**src/core/djc_pkg.sv**
```systemverilog
/*
 * djc_pkg: constants, state codes and carrier types for the decimal
 * justification control block.
 * Assumes a 32-bit APB slave with word-aligned registers and one system
 * clock domain for everything the block does.
 */
package djc_pkg;

   // register byte offsets
   localparam logic [7:0] OFF_CMD = 8'h00;
   localparam logic [7:0] OFF_UNITS = 8'h04;
   localparam logic [7:0] OFF_STATUS = 8'h08;
   localparam logic [7:0] OFF_DPSTORE = 8'h0C;

   // command register bits (write-one pulses)
   localparam int CMD_CLEAR_BIT = 0;
   localparam int CMD_DIGIT_BIT = 1;

   // units register fields
   localparam int UNITS_CODE_LSB = 0;
   localparam int UNITS_TARGET_LSB = 4;

   // status register fields
   localparam int ST_COUNT_LSB = 0;
   localparam int ST_ACTIVE_BIT = 4;
   localparam int ST_FLAG_BIT = 5;
   localparam int ST_EQ_BIT = 6;
   localparam int ST_LT_BIT = 7;
   localparam int ST_STATE_LSB = 8;
   localparam int ST_SEL_LSB = 12;
   localparam int ST_DONE_BIT = 14;

   // counter values and burst length
   localparam logic [3:0] CNT_LOCAL_PRESET = 4'h9;
   localparam logic [3:0] CNT_REMOTE_VALUE = 4'h0;
   localparam logic [3:0] CNT_TOP = 4'h9;
   localparam logic [3:0] BURST_LEN = 4'h9;

   // reset values
   localparam logic [3:0] RST_COUNT = 4'h9;
   localparam logic [3:0] RST_TARGET = 4'h9;
   localparam logic [1:0] RST_UNITS = 2'h0;
   localparam logic [3:0] RST_DP_WORD = 4'h0;

   // units codes
   typedef enum logic [1:0] {
      UNITS_HZ = 2'b00,
      UNITS_KHZ = 2'b01,
      UNITS_MHZ = 2'b10,
      UNITS_GHZ = 2'b11
   } djc_units_t;

   // decimal-point store word select
   typedef enum logic [1:0] {
      SEL_CENTRE = 2'b00,
      SEL_SWEEP = 2'b01,
      SEL_STEP = 2'b10,
      SEL_KEYBOARD = 2'b11
   } djc_sel_t;

   // control states, named after the flow-graph states they stand for
   typedef enum logic [3:0] {
      ST_IDLE_0_0 = 4'b0000,
      ST_JUST_1_6 = 4'b0001,
      ST_DIGIT_3_5 = 4'b0010,
      ST_6_14 = 4'b0011,
      ST_1_1 = 4'b0100,
      ST_4_1 = 4'b0101,
      ST_1_9 = 4'b0110,
      ST_4_9 = 4'b0111,
      ST_4_10 = 4'b1000,
      ST_5_10 = 4'b1001
   } djc_state_t;

   typedef struct packed {
      logic local_sel;
      logic keyboard_view_button;
      logic step_button;
      logic sweep_width_button;
   } djc_panel_t;

   typedef struct packed {
      logic hz;
      logic khz;
      logic m;
      logic ghz;
   } djc_lamps_t;

endpackage : djc_pkg

```
**src/core/djc_top.sv**
```systemverilog
/*
 * djc_top: keyboard-entry justification counter and sequencer, decimal-point
 * store, one-of-ten decimal-point decoder and units-lamp gating, with an APB
 * register slave.
 * Assumes panel inputs are asynchronous pins and the keyboard register lives
 * outside, shifted once per low cycle of keyboard_shift_clock_n.
 */
// Decided for this implementation: the address map and register access over APB.
`timescale 1ns/100ps

// What this block does
// - hold in justify state until satisfied
// - each burst stops after nine pulses
// - comparator equality marks justification satisfied
// - completion captured at tenth clock, drops active on equal
// - fixed state walk back to idle
// - units key restarts on held entry
// - target below counter: nine-pulse bursts
// - target above: completion input held high
// - right shift single steps, drop on equal
// - shift clocks issued during every count
// - four-word store, two-bit select
// - store select from buttons, centre default
// - remote shows centre frequency in MHz
// - remote forces counter to zero
// - one-of-ten decoder, active-low outputs
// - Hz, kHz, M, GHz lamps; MHz uses two
// - lamps off until entry justified
// - local preset counter to nine
// - each decimal digit lowers counter one
module djc_top (
   input wire logic pclk,
   input wire logic presetn,
   input wire logic psel,
   input wire logic penable,
   input wire logic pwrite,
   input wire logic [7:0] paddr,
   input wire logic [31:0] pwdata,
   output logic [31:0] prdata,
   output logic pready,
   output logic pslverr,
   input wire djc_pkg::djc_panel_t panel_in,
   output logic justify_active,
   output logic keyboard_shift_clock_n,
   output logic entry_justified_flag_n,
   output logic [9:0] dp_sel_n,
   output djc_pkg::djc_lamps_t lamps
);

   djc_pkg::djc_panel_t sync1_q;
   djc_pkg::djc_panel_t panel_q;
   djc_pkg::djc_state_t state_q;
   djc_pkg::djc_state_t state_d;
   logic [3:0] count_q;
   logic [3:0] count_d;
   logic [3:0] target_q;
   logic [1:0] units_q;
   logic [3:0] burst_q;
   logic [3:0] burst_d;
   logic done_q;
   logic done_d;
   logic kck_d;
   logic [3:0] dp_store_q [4];
   logic [1:0] sel;
   logic [1:0] units_eff;
   logic cmp_eq;
   logic cmp_lt;
   logic wr_en;
   logic rd_setup;
   logic cmd_clear;
   logic cmd_digit;
   logic units_key;
   logic wr_cmd;
   logic [3:0] count_step;
   logic [3:0] dp_word;
   logic [31:0] rd_mux;
   logic rd_err;

   // two flops on every panel pin before anything looks at it
   always_ff @(posedge pclk or negedge presetn) begin
      if (!presetn) begin
         sync1_q <= '0;
         panel_q <= '0;
      end else begin
         sync1_q <= panel_in;
         panel_q <= sync1_q;
      end
   end

   // APB: read data captured in setup so pready can come from a flop
   assign rd_setup = psel && !penable;
   // a write lands at the edge that ends the one access cycle
   assign wr_en = psel && penable && pready && pwrite && !pslverr;
   assign wr_cmd = wr_en && (paddr == djc_pkg::OFF_CMD);
   assign cmd_clear = wr_cmd && pwdata[djc_pkg::CMD_CLEAR_BIT];
   assign cmd_digit = wr_cmd && pwdata[djc_pkg::CMD_DIGIT_BIT];
   assign units_key = wr_en && (paddr == djc_pkg::OFF_UNITS);

   always_comb begin
      rd_mux = '0;
      rd_err = 1'b0;
      if (paddr == djc_pkg::OFF_CMD) begin
         rd_mux = '0;
      end else if (paddr == djc_pkg::OFF_UNITS) begin
         rd_mux[djc_pkg::UNITS_CODE_LSB +: 2] = units_q;
         rd_mux[djc_pkg::UNITS_TARGET_LSB +: 4] = target_q;
      end else if (paddr == djc_pkg::OFF_STATUS) begin
         rd_mux[djc_pkg::ST_COUNT_LSB +: 4] = count_q;
         rd_mux[djc_pkg::ST_ACTIVE_BIT] = justify_active;
         rd_mux[djc_pkg::ST_FLAG_BIT] = entry_justified_flag_n;
         rd_mux[djc_pkg::ST_EQ_BIT] = cmp_eq;
         rd_mux[djc_pkg::ST_LT_BIT] = cmp_lt;
         rd_mux[djc_pkg::ST_STATE_LSB +: 4] = state_q;
         rd_mux[djc_pkg::ST_SEL_LSB +: 2] = sel;
         rd_mux[djc_pkg::ST_DONE_BIT] = done_q;
      end else if (paddr == djc_pkg::OFF_DPSTORE) begin
         rd_mux = {16'h0000, dp_store_q[3], dp_store_q[2], dp_store_q[1], dp_store_q[0]};
      end else begin
         rd_err = 1'b1;
      end
   end

   always_ff @(posedge pclk or negedge presetn) begin
      if (!presetn) begin
         prdata <= '0;
         pready <= 1'b0;
         pslverr <= 1'b0;
      end else begin
         pready <= rd_setup;
         // an unmapped offset answers with an error and writes nothing
         pslverr <= rd_setup && rd_err;
         if (rd_setup && !pwrite) begin
            prdata <= rd_mux;
         end
      end
   end

   // units register: a write is a units key press
   // remote refuses units keys; the readout is pinned to MHz there
   always_ff @(posedge pclk or negedge presetn) begin
      if (!presetn) begin
         units_q <= djc_pkg::RST_UNITS;
         target_q <= djc_pkg::RST_TARGET;
      end else if (units_key && state_q == djc_pkg::ST_IDLE_0_0 && panel_q.local_sel) begin
         units_q <= pwdata[djc_pkg::UNITS_CODE_LSB +: 2];
         target_q <= pwdata[djc_pkg::UNITS_TARGET_LSB +: 4];
      end
   end

   // remote forces centre frequency and MHz
   always_comb begin
      if (!panel_q.local_sel) begin
         sel = djc_pkg::SEL_CENTRE;
         units_eff = djc_pkg::UNITS_MHZ;
      end else if (panel_q.keyboard_view_button) begin
         sel = djc_pkg::SEL_KEYBOARD;
         units_eff = units_q;
      end else if (panel_q.step_button) begin
         sel = djc_pkg::SEL_STEP;
         units_eff = units_q;
      end else if (panel_q.sweep_width_button) begin
         sel = djc_pkg::SEL_SWEEP;
         units_eff = units_q;
      end else begin
         sel = djc_pkg::SEL_CENTRE;
         units_eff = units_q;
      end
   end

   assign cmp_eq = (count_q == target_q);
   assign cmp_lt = (count_q < target_q);
   // up-counting decade step, nine wraps to zero
   assign count_step = (count_q == djc_pkg::CNT_TOP) ? 4'h0 : count_q + 4'h1;

   // sequencer and justification counter
   always_comb begin
      state_d = state_q;
      count_d = count_q;
      burst_d = burst_q;
      done_d = done_q;
      kck_d = 1'b0;
      case (state_q)
         djc_pkg::ST_IDLE_0_0: begin
            burst_d = '0;
            // clear wins over a digit written in the same word
            if (cmd_clear) begin
               count_d = djc_pkg::CNT_LOCAL_PRESET;
               done_d = 1'b0;
            end else if (cmd_digit) begin
               state_d = djc_pkg::ST_DIGIT_3_5;
            end else if (units_key) begin
               // the held entry is justified again, nothing re-keyed
               state_d = djc_pkg::ST_JUST_1_6;
            end
         end
         djc_pkg::ST_DIGIT_3_5: begin
            // nine decade steps leave the counter one lower
            count_d = count_step;
            kck_d = 1'b1;
            burst_d = burst_q + 4'h1;
            if (burst_q == djc_pkg::BURST_LEN - 4'h1) begin
               state_d = djc_pkg::ST_IDLE_0_0;
            end
         end
         djc_pkg::ST_JUST_1_6: begin
            if (burst_q == djc_pkg::BURST_LEN) begin
               // tenth clock: completion flop samples the compare
               done_d = cmp_eq || cmp_lt;
               burst_d = '0;
               if (cmp_eq) begin
                  state_d = djc_pkg::ST_6_14;
               end
            end else if (burst_q != 4'h0) begin
               count_d = count_step;
               kck_d = 1'b1;
               burst_d = burst_q + 4'h1;
            end else if (cmp_eq) begin
               done_d = 1'b1;
               state_d = djc_pkg::ST_6_14;
            end else if (cmp_lt) begin
               // right shift: single clocks, completion flop held high
               done_d = 1'b1;
               count_d = count_q + 4'h1;
               kck_d = 1'b1;
            end else begin
               // first pulse of a left-shift burst: nine pulses, then the check clock
               done_d = 1'b0;
               count_d = count_step;
               kck_d = 1'b1;
               burst_d = 4'h1;
            end
         end
         djc_pkg::ST_6_14: begin
            state_d = djc_pkg::ST_1_1;
         end
         djc_pkg::ST_1_1: begin
            state_d = djc_pkg::ST_4_1;
         end
         djc_pkg::ST_4_1: begin
            state_d = djc_pkg::ST_1_9;
         end
         djc_pkg::ST_1_9: begin
            state_d = djc_pkg::ST_4_9;
         end
         djc_pkg::ST_4_9: begin
            state_d = djc_pkg::ST_4_10;
         end
         djc_pkg::ST_4_10: begin
            state_d = djc_pkg::ST_5_10;
         end
         djc_pkg::ST_5_10: begin
            state_d = djc_pkg::ST_IDLE_0_0;
         end
         default: begin
            state_d = djc_pkg::ST_IDLE_0_0;
         end
      endcase
      if (!panel_q.local_sel) begin
         // remote has no entry to justify; counter pinned at zero
         count_d = djc_pkg::CNT_REMOTE_VALUE;
         state_d = djc_pkg::ST_IDLE_0_0;
         burst_d = '0;
         kck_d = 1'b0;
      end
   end

   always_ff @(posedge pclk or negedge presetn) begin
      if (!presetn) begin
         state_q <= djc_pkg::ST_IDLE_0_0;
         count_q <= djc_pkg::RST_COUNT;
         burst_q <= '0;
         done_q <= 1'b0;
      end else begin
         state_q <= state_d;
         count_q <= count_d;
         burst_q <= burst_d;
         done_q <= done_d;
      end
   end

   // outputs registered; active follows the next state so it drops on exit
   always_ff @(posedge pclk or negedge presetn) begin
      if (!presetn) begin
         justify_active <= 1'b0;
         keyboard_shift_clock_n <= 1'b1;
      end else begin
         justify_active <= (state_d == djc_pkg::ST_JUST_1_6);
         keyboard_shift_clock_n <= !kck_d;
      end
   end

   // entry flag: high from a clear or the first keyed digit until justified
   // refused commands (busy or remote) leave the flag as it is
   always_ff @(posedge pclk or negedge presetn) begin
      if (!presetn) begin
         entry_justified_flag_n <= 1'b0;
      end else if (state_q == djc_pkg::ST_6_14) begin
         entry_justified_flag_n <= 1'b0;
      end else if ((cmd_clear || cmd_digit) && state_q == djc_pkg::ST_IDLE_0_0 && panel_q.local_sel) begin
         entry_justified_flag_n <= 1'b1;
      end
   end

   // decimal-point store, one generate entry per word
   // remote keeps writing the pinned zero count into the centre word
   for (genvar w = 0; w < 4; w++) begin : g_dp_word
      always_ff @(posedge pclk or negedge presetn) begin
         if (!presetn) begin
            dp_store_q[w] <= djc_pkg::RST_DP_WORD;
         end else if (sel == 2'(w) && (state_q == djc_pkg::ST_6_14 || !panel_q.local_sel)) begin
            dp_store_q[w] <= count_q;
         end
      end
   end

   // the shown word follows the same select as the writes
   assign dp_word = dp_store_q[sel];

   // one-of-ten decoder; codes above nine light no point
   always_ff @(posedge pclk or negedge presetn) begin
      if (!presetn) begin
         dp_sel_n <= '1;
      end else begin
         for (int i = 0; i < 10; i++) begin
            dp_sel_n[i] <= (dp_word != 4'(i));
         end
      end
   end

   // units lamps, held dark while an entry is shown unjustified
   always_ff @(posedge pclk or negedge presetn) begin
      if (!presetn) begin
         lamps <= '0;
      end else if (entry_justified_flag_n) begin
         lamps <= '0;
      end else begin
         lamps.hz <= (units_eff == djc_pkg::UNITS_HZ) || (units_eff == djc_pkg::UNITS_MHZ);
         lamps.khz <= (units_eff == djc_pkg::UNITS_KHZ);
         lamps.m <= (units_eff == djc_pkg::UNITS_MHZ);
         lamps.ghz <= (units_eff == djc_pkg::UNITS_GHZ);
      end
   end

endmodule : djc_top

```
**config.mk**
```make
export PLATFORM = sky130hd
export DESIGN_NAME = djc_top
export DESIGN_NICKNAME = d
export VERILOG_FILES = /design/src/core/djc_pkg.sv /design/src/core/djc_top.sv
export SDC_FILE = /design/constraint.sdc
export NUM_CORES = 1
export LEC_CHECK = 0
export ABC_AREA = 1
export BUFFER_PORTS_ARGS = -buffer_cell sky130_fd_sc_hd__buf_2
export CAP_MARGIN = 30
export CORE_MARGIN = 2
export CORE_UTILIZATION = 60
export CTS_BUF_LIST = sky130_fd_sc_hd__clkbuf_8
export DETAILED_ROUTE_END_ITERATION = 10
export PLACE_DENSITY = 0.91
export SETUP_SLACK_MARGIN = 0.2
export SLEW_MARGIN = 15
export SYNTH_ARGS = -nofsm -noshare
export SYNTH_HDL_FRONTEND = slang
export SYNTH_SLANG_ARGS = --single-unit
```
**constraint.sdc**
```tcl
create_clock -name pclk -period 3 [get_ports pclk]
set_clock_uncertainty 0.1 [all_clocks]
set_input_delay 0.3 -clock pclk [delete_from_list [all_inputs] [get_ports pclk]]
set_output_delay 0.3 -clock pclk [all_outputs]
set_load 0.03 [all_outputs]
```
==> qor.yml <==
outcome: "complete, no violations"
grt_start_max_net_pins: 79
layout_common_cells: "146 x nand2_1, 63 x dfrtp_1, 59 x inv_1"
avgSynthCellArea_sq_um: 8.06
die_area_sq_um: 7500
data_arrival_time_of_the_critical_path_ps: 2280
area_growth_syn_to_layout_pct: 14.6
gpl.final_weighted_congestion: 0.918
worstReg2RegStart: "count_q[0]"
worst_path_dominant_cell_family: "simple AND/OR/NAND/NOR gates"
overflow: 0
total_inserted_antenna_cells: 0
clock_path_buffers: 2
global_route_wire_length_before_repair_microns: 15500
dr.pass1.iters: 6
yosysUniqueCellTypes: 41
grt_pass1_vias: 3395
layout.filler_cells: 514
detail_route.iter0.violations: 315
static-leakage-power_uw: 0.00239
ys.flop_type: "dfrtp_1"
drive_gt1_share_pct: 22.1
worstPathMaxFanout: 7
post_synth_edffs: 0
crit_path_end_kind: "flip-flop"
drv.max_cap_violation_count: 0
hold_viol_final: 0
fin_ws_ps: 908
cts_hold_buf: 4
setup-tns-final_ps: 0
tritoncts_clock_tree: "built"
fin_crit_sh_pct: 69.7
crit_chain: "inv_1 > ha_1 > nand2_1 > nor2_1 > inv_1 > nand2_1 > nand3_1 > nand2_2 > nand2_1 > o21ai_1"
tmin_final_ps: 2090
preCtsSetupSlack_ps: 932
grt.total_usage_pct: 26.7
antenna_found_initial: 0
hold_path_start: "penable"
clkLatencyLatePin_ps: 360
path_clk_slew_ps: 80
slowest_stage: "dfstp_2"
critical_path.most_common_cell: "nand2_1"
slew_headroom_pct: 64.8
path_buf_inv: 2
core_sq_um: 6680
drt-vias-per-instance: 5.46
critPathKind: "flip-flop to flip-flop"
remaining_drc_errors: 0
most_common_cell_after_layout_fill_and_taps_aside: "nand2_1"
dr_total_vias: 3619
ys_seq_elements: 78
detailed_place.area_sq_um: 4400
die_h_microns: 86.6
cts_made_buffers: 9
post_cts.repair.setup_buffers: 0
drv_slew: 0
ctsHtreeMaxLevel: 3
ir_drop_uv: 349
cts_sinks: 78
setup_violations_final: 0
detail-route-antenna-nets: 0
ios: 100
critical_path_required_ps: 3190
die_w_microns: 86.6
worstSetupStartpoint: "count_q[0]"
fmaxAchievable_mhz: 478
starting_density_of_the_core_pct: 61.3
resized_cells_post_cts: 0
postSynthCellCount: 508
yosys_warnings: 0
layout.core_utilization_pct: 70.2
unrepaired_setup_endpoints_after_global_routing: "false"
synthesis.area_sq_um: 4090
final_nets: 636
slowest_delay_ps: 600
post-layout-total-power_uw: 2240
worstMarginPinSlew_ps: 525
port_buffers: 57
cellPowerDensity_nw_per_um2: 477
hold_class: "input pin to flip-flop"
finalWirelength_microns: 9420
synth-seq-area-share_pct: 48.1
clockRootBuffer: "clkbuf_8"
timing.critical_path.from_type: "flip-flop"
detail_route.wl_per_cell_microns: 14.2
detailed_placer_s_ending_hpwl_microns: 6790
synthArstFlopShare_pct: 100
post-route-cell-area_sq_um: 4690
placementRows: 30
-- synthesized netlist by cell type, types with 2 or more instances --
library cell  instances  area, sq um
nand3_1              35          175
nor2_1               28          105
o22ai_1               2         12.5
ha_1                  9          113
inv_2                 7         26.3
xor2_1                4         35.0
o211ai_1              2         15.0
dfrtp_1              63         1580
o21ai_2               7         61.3
nor2_2                8         50.1
nor3_1                4         20.0
nor2_4                4         45.0
a21oi_1              23          115
clkinv_1              2         7.51
nand2_1             146          548
buf_4                17          128
inv_1                57          214
o21ai_1               2         10.0
o31ai_1               2         15.0
dfstp_2              15          394
nand2_2               8         50.1
nand4_1               3         18.8
o21ai_0              42          210
-- cell families (layout without fill, tap and decap cells) --
group / count (synthesis) / in the layout / share of synthesized area [%]
AO/OA/AOI/OAI: 85 / 85 / 11.9
other: 1 / 16 / 0.0916
flip-flops: 78 / 78 / 48.1
XOR/XNOR: 4 / 4 / 0.856
adder cells (fa/ha/maj): 9 / 9 / 2.75
AND/OR/NAND/NOR: 244 / 244 / 26.4
buffers and inverters: 87 / 147 / 9.78
-- where the power goes --
| group | switching [uW] | internal [uW] | total, uW |
|---|---|---|---|
| sequential | 20.8 | 1090 | 1110 |
| combinational | 192 | 74.7 | 267 |
| clock | 394 | 464 | 857 |
| total | 607 | 1630 | 2240 |
-- path summary, 6_finish.rpt --
kind	endpoint	slack, ps	cells past startpoint
setup / recovery	burst_q[0]	910	10
hold / removal	pready	20	2
setup reg to reg	burst_q[0]	910	10
hold reg to reg	panel_q[0]	250	0
max in group asynchronous	target_q[0]	1900	3
min in group asynchronous	panel_q[2]	280	2
-- through the flow --
step           hold slack, ps  instances
2_1_floorplan           -95.6        523
3_3_place_gp              234        641
3_5_place_dp              236        641
4_1_cts                  8.57        661
5_1_grt                  16.9        663
6_report                 15.9        663
-- final cells by class --
cell class                 instances  area, sq um  area share (%)
inverter                          67          254            5.41
clock inverter                     7         91.3            1.95
tap                               80          100            2.13
clock buffer                       9          124            2.64
sequential                        78         1970            42.0
timing repair buffer              64          373            7.95
multi-input combinational        358         1780            37.9
-- sequential cells by signal, indices dropped and copies added (netlist names) --
signal                  cells
dp_store_q                 16
pslverr                     1
units_q                     2
lamps                       4
keyboard_shift_clock_n      1
dp_sel_n                   10
count_q                     4
panel_q                     4
state_q                     4
pready                      1
burst_q                     4
entry_justified_flag_n      1
sync1_q                     4
done_q                      1
prdata                     16
justify_active              1
target_q                    4
-- layer usage --
| metal | share of wire, % | routed length (microns) | up-vias | track usage, % |
|---|---|---|---|---|
| met3 | 6.1 | 576 | 35 | 3.33 |
| met2 | 50 | 4740 | 168 | 44.5 |
| met1 | 40 | 3730 | 1685 | 33.2 |
| li1 | - | - | 1731 | - |
| met4 | 3.9 | 372 | 0 | 16.2 |
| met5 | 0 | 0 | - | 0 |
No activity file was read; power rests on OpenSTA's default activity.
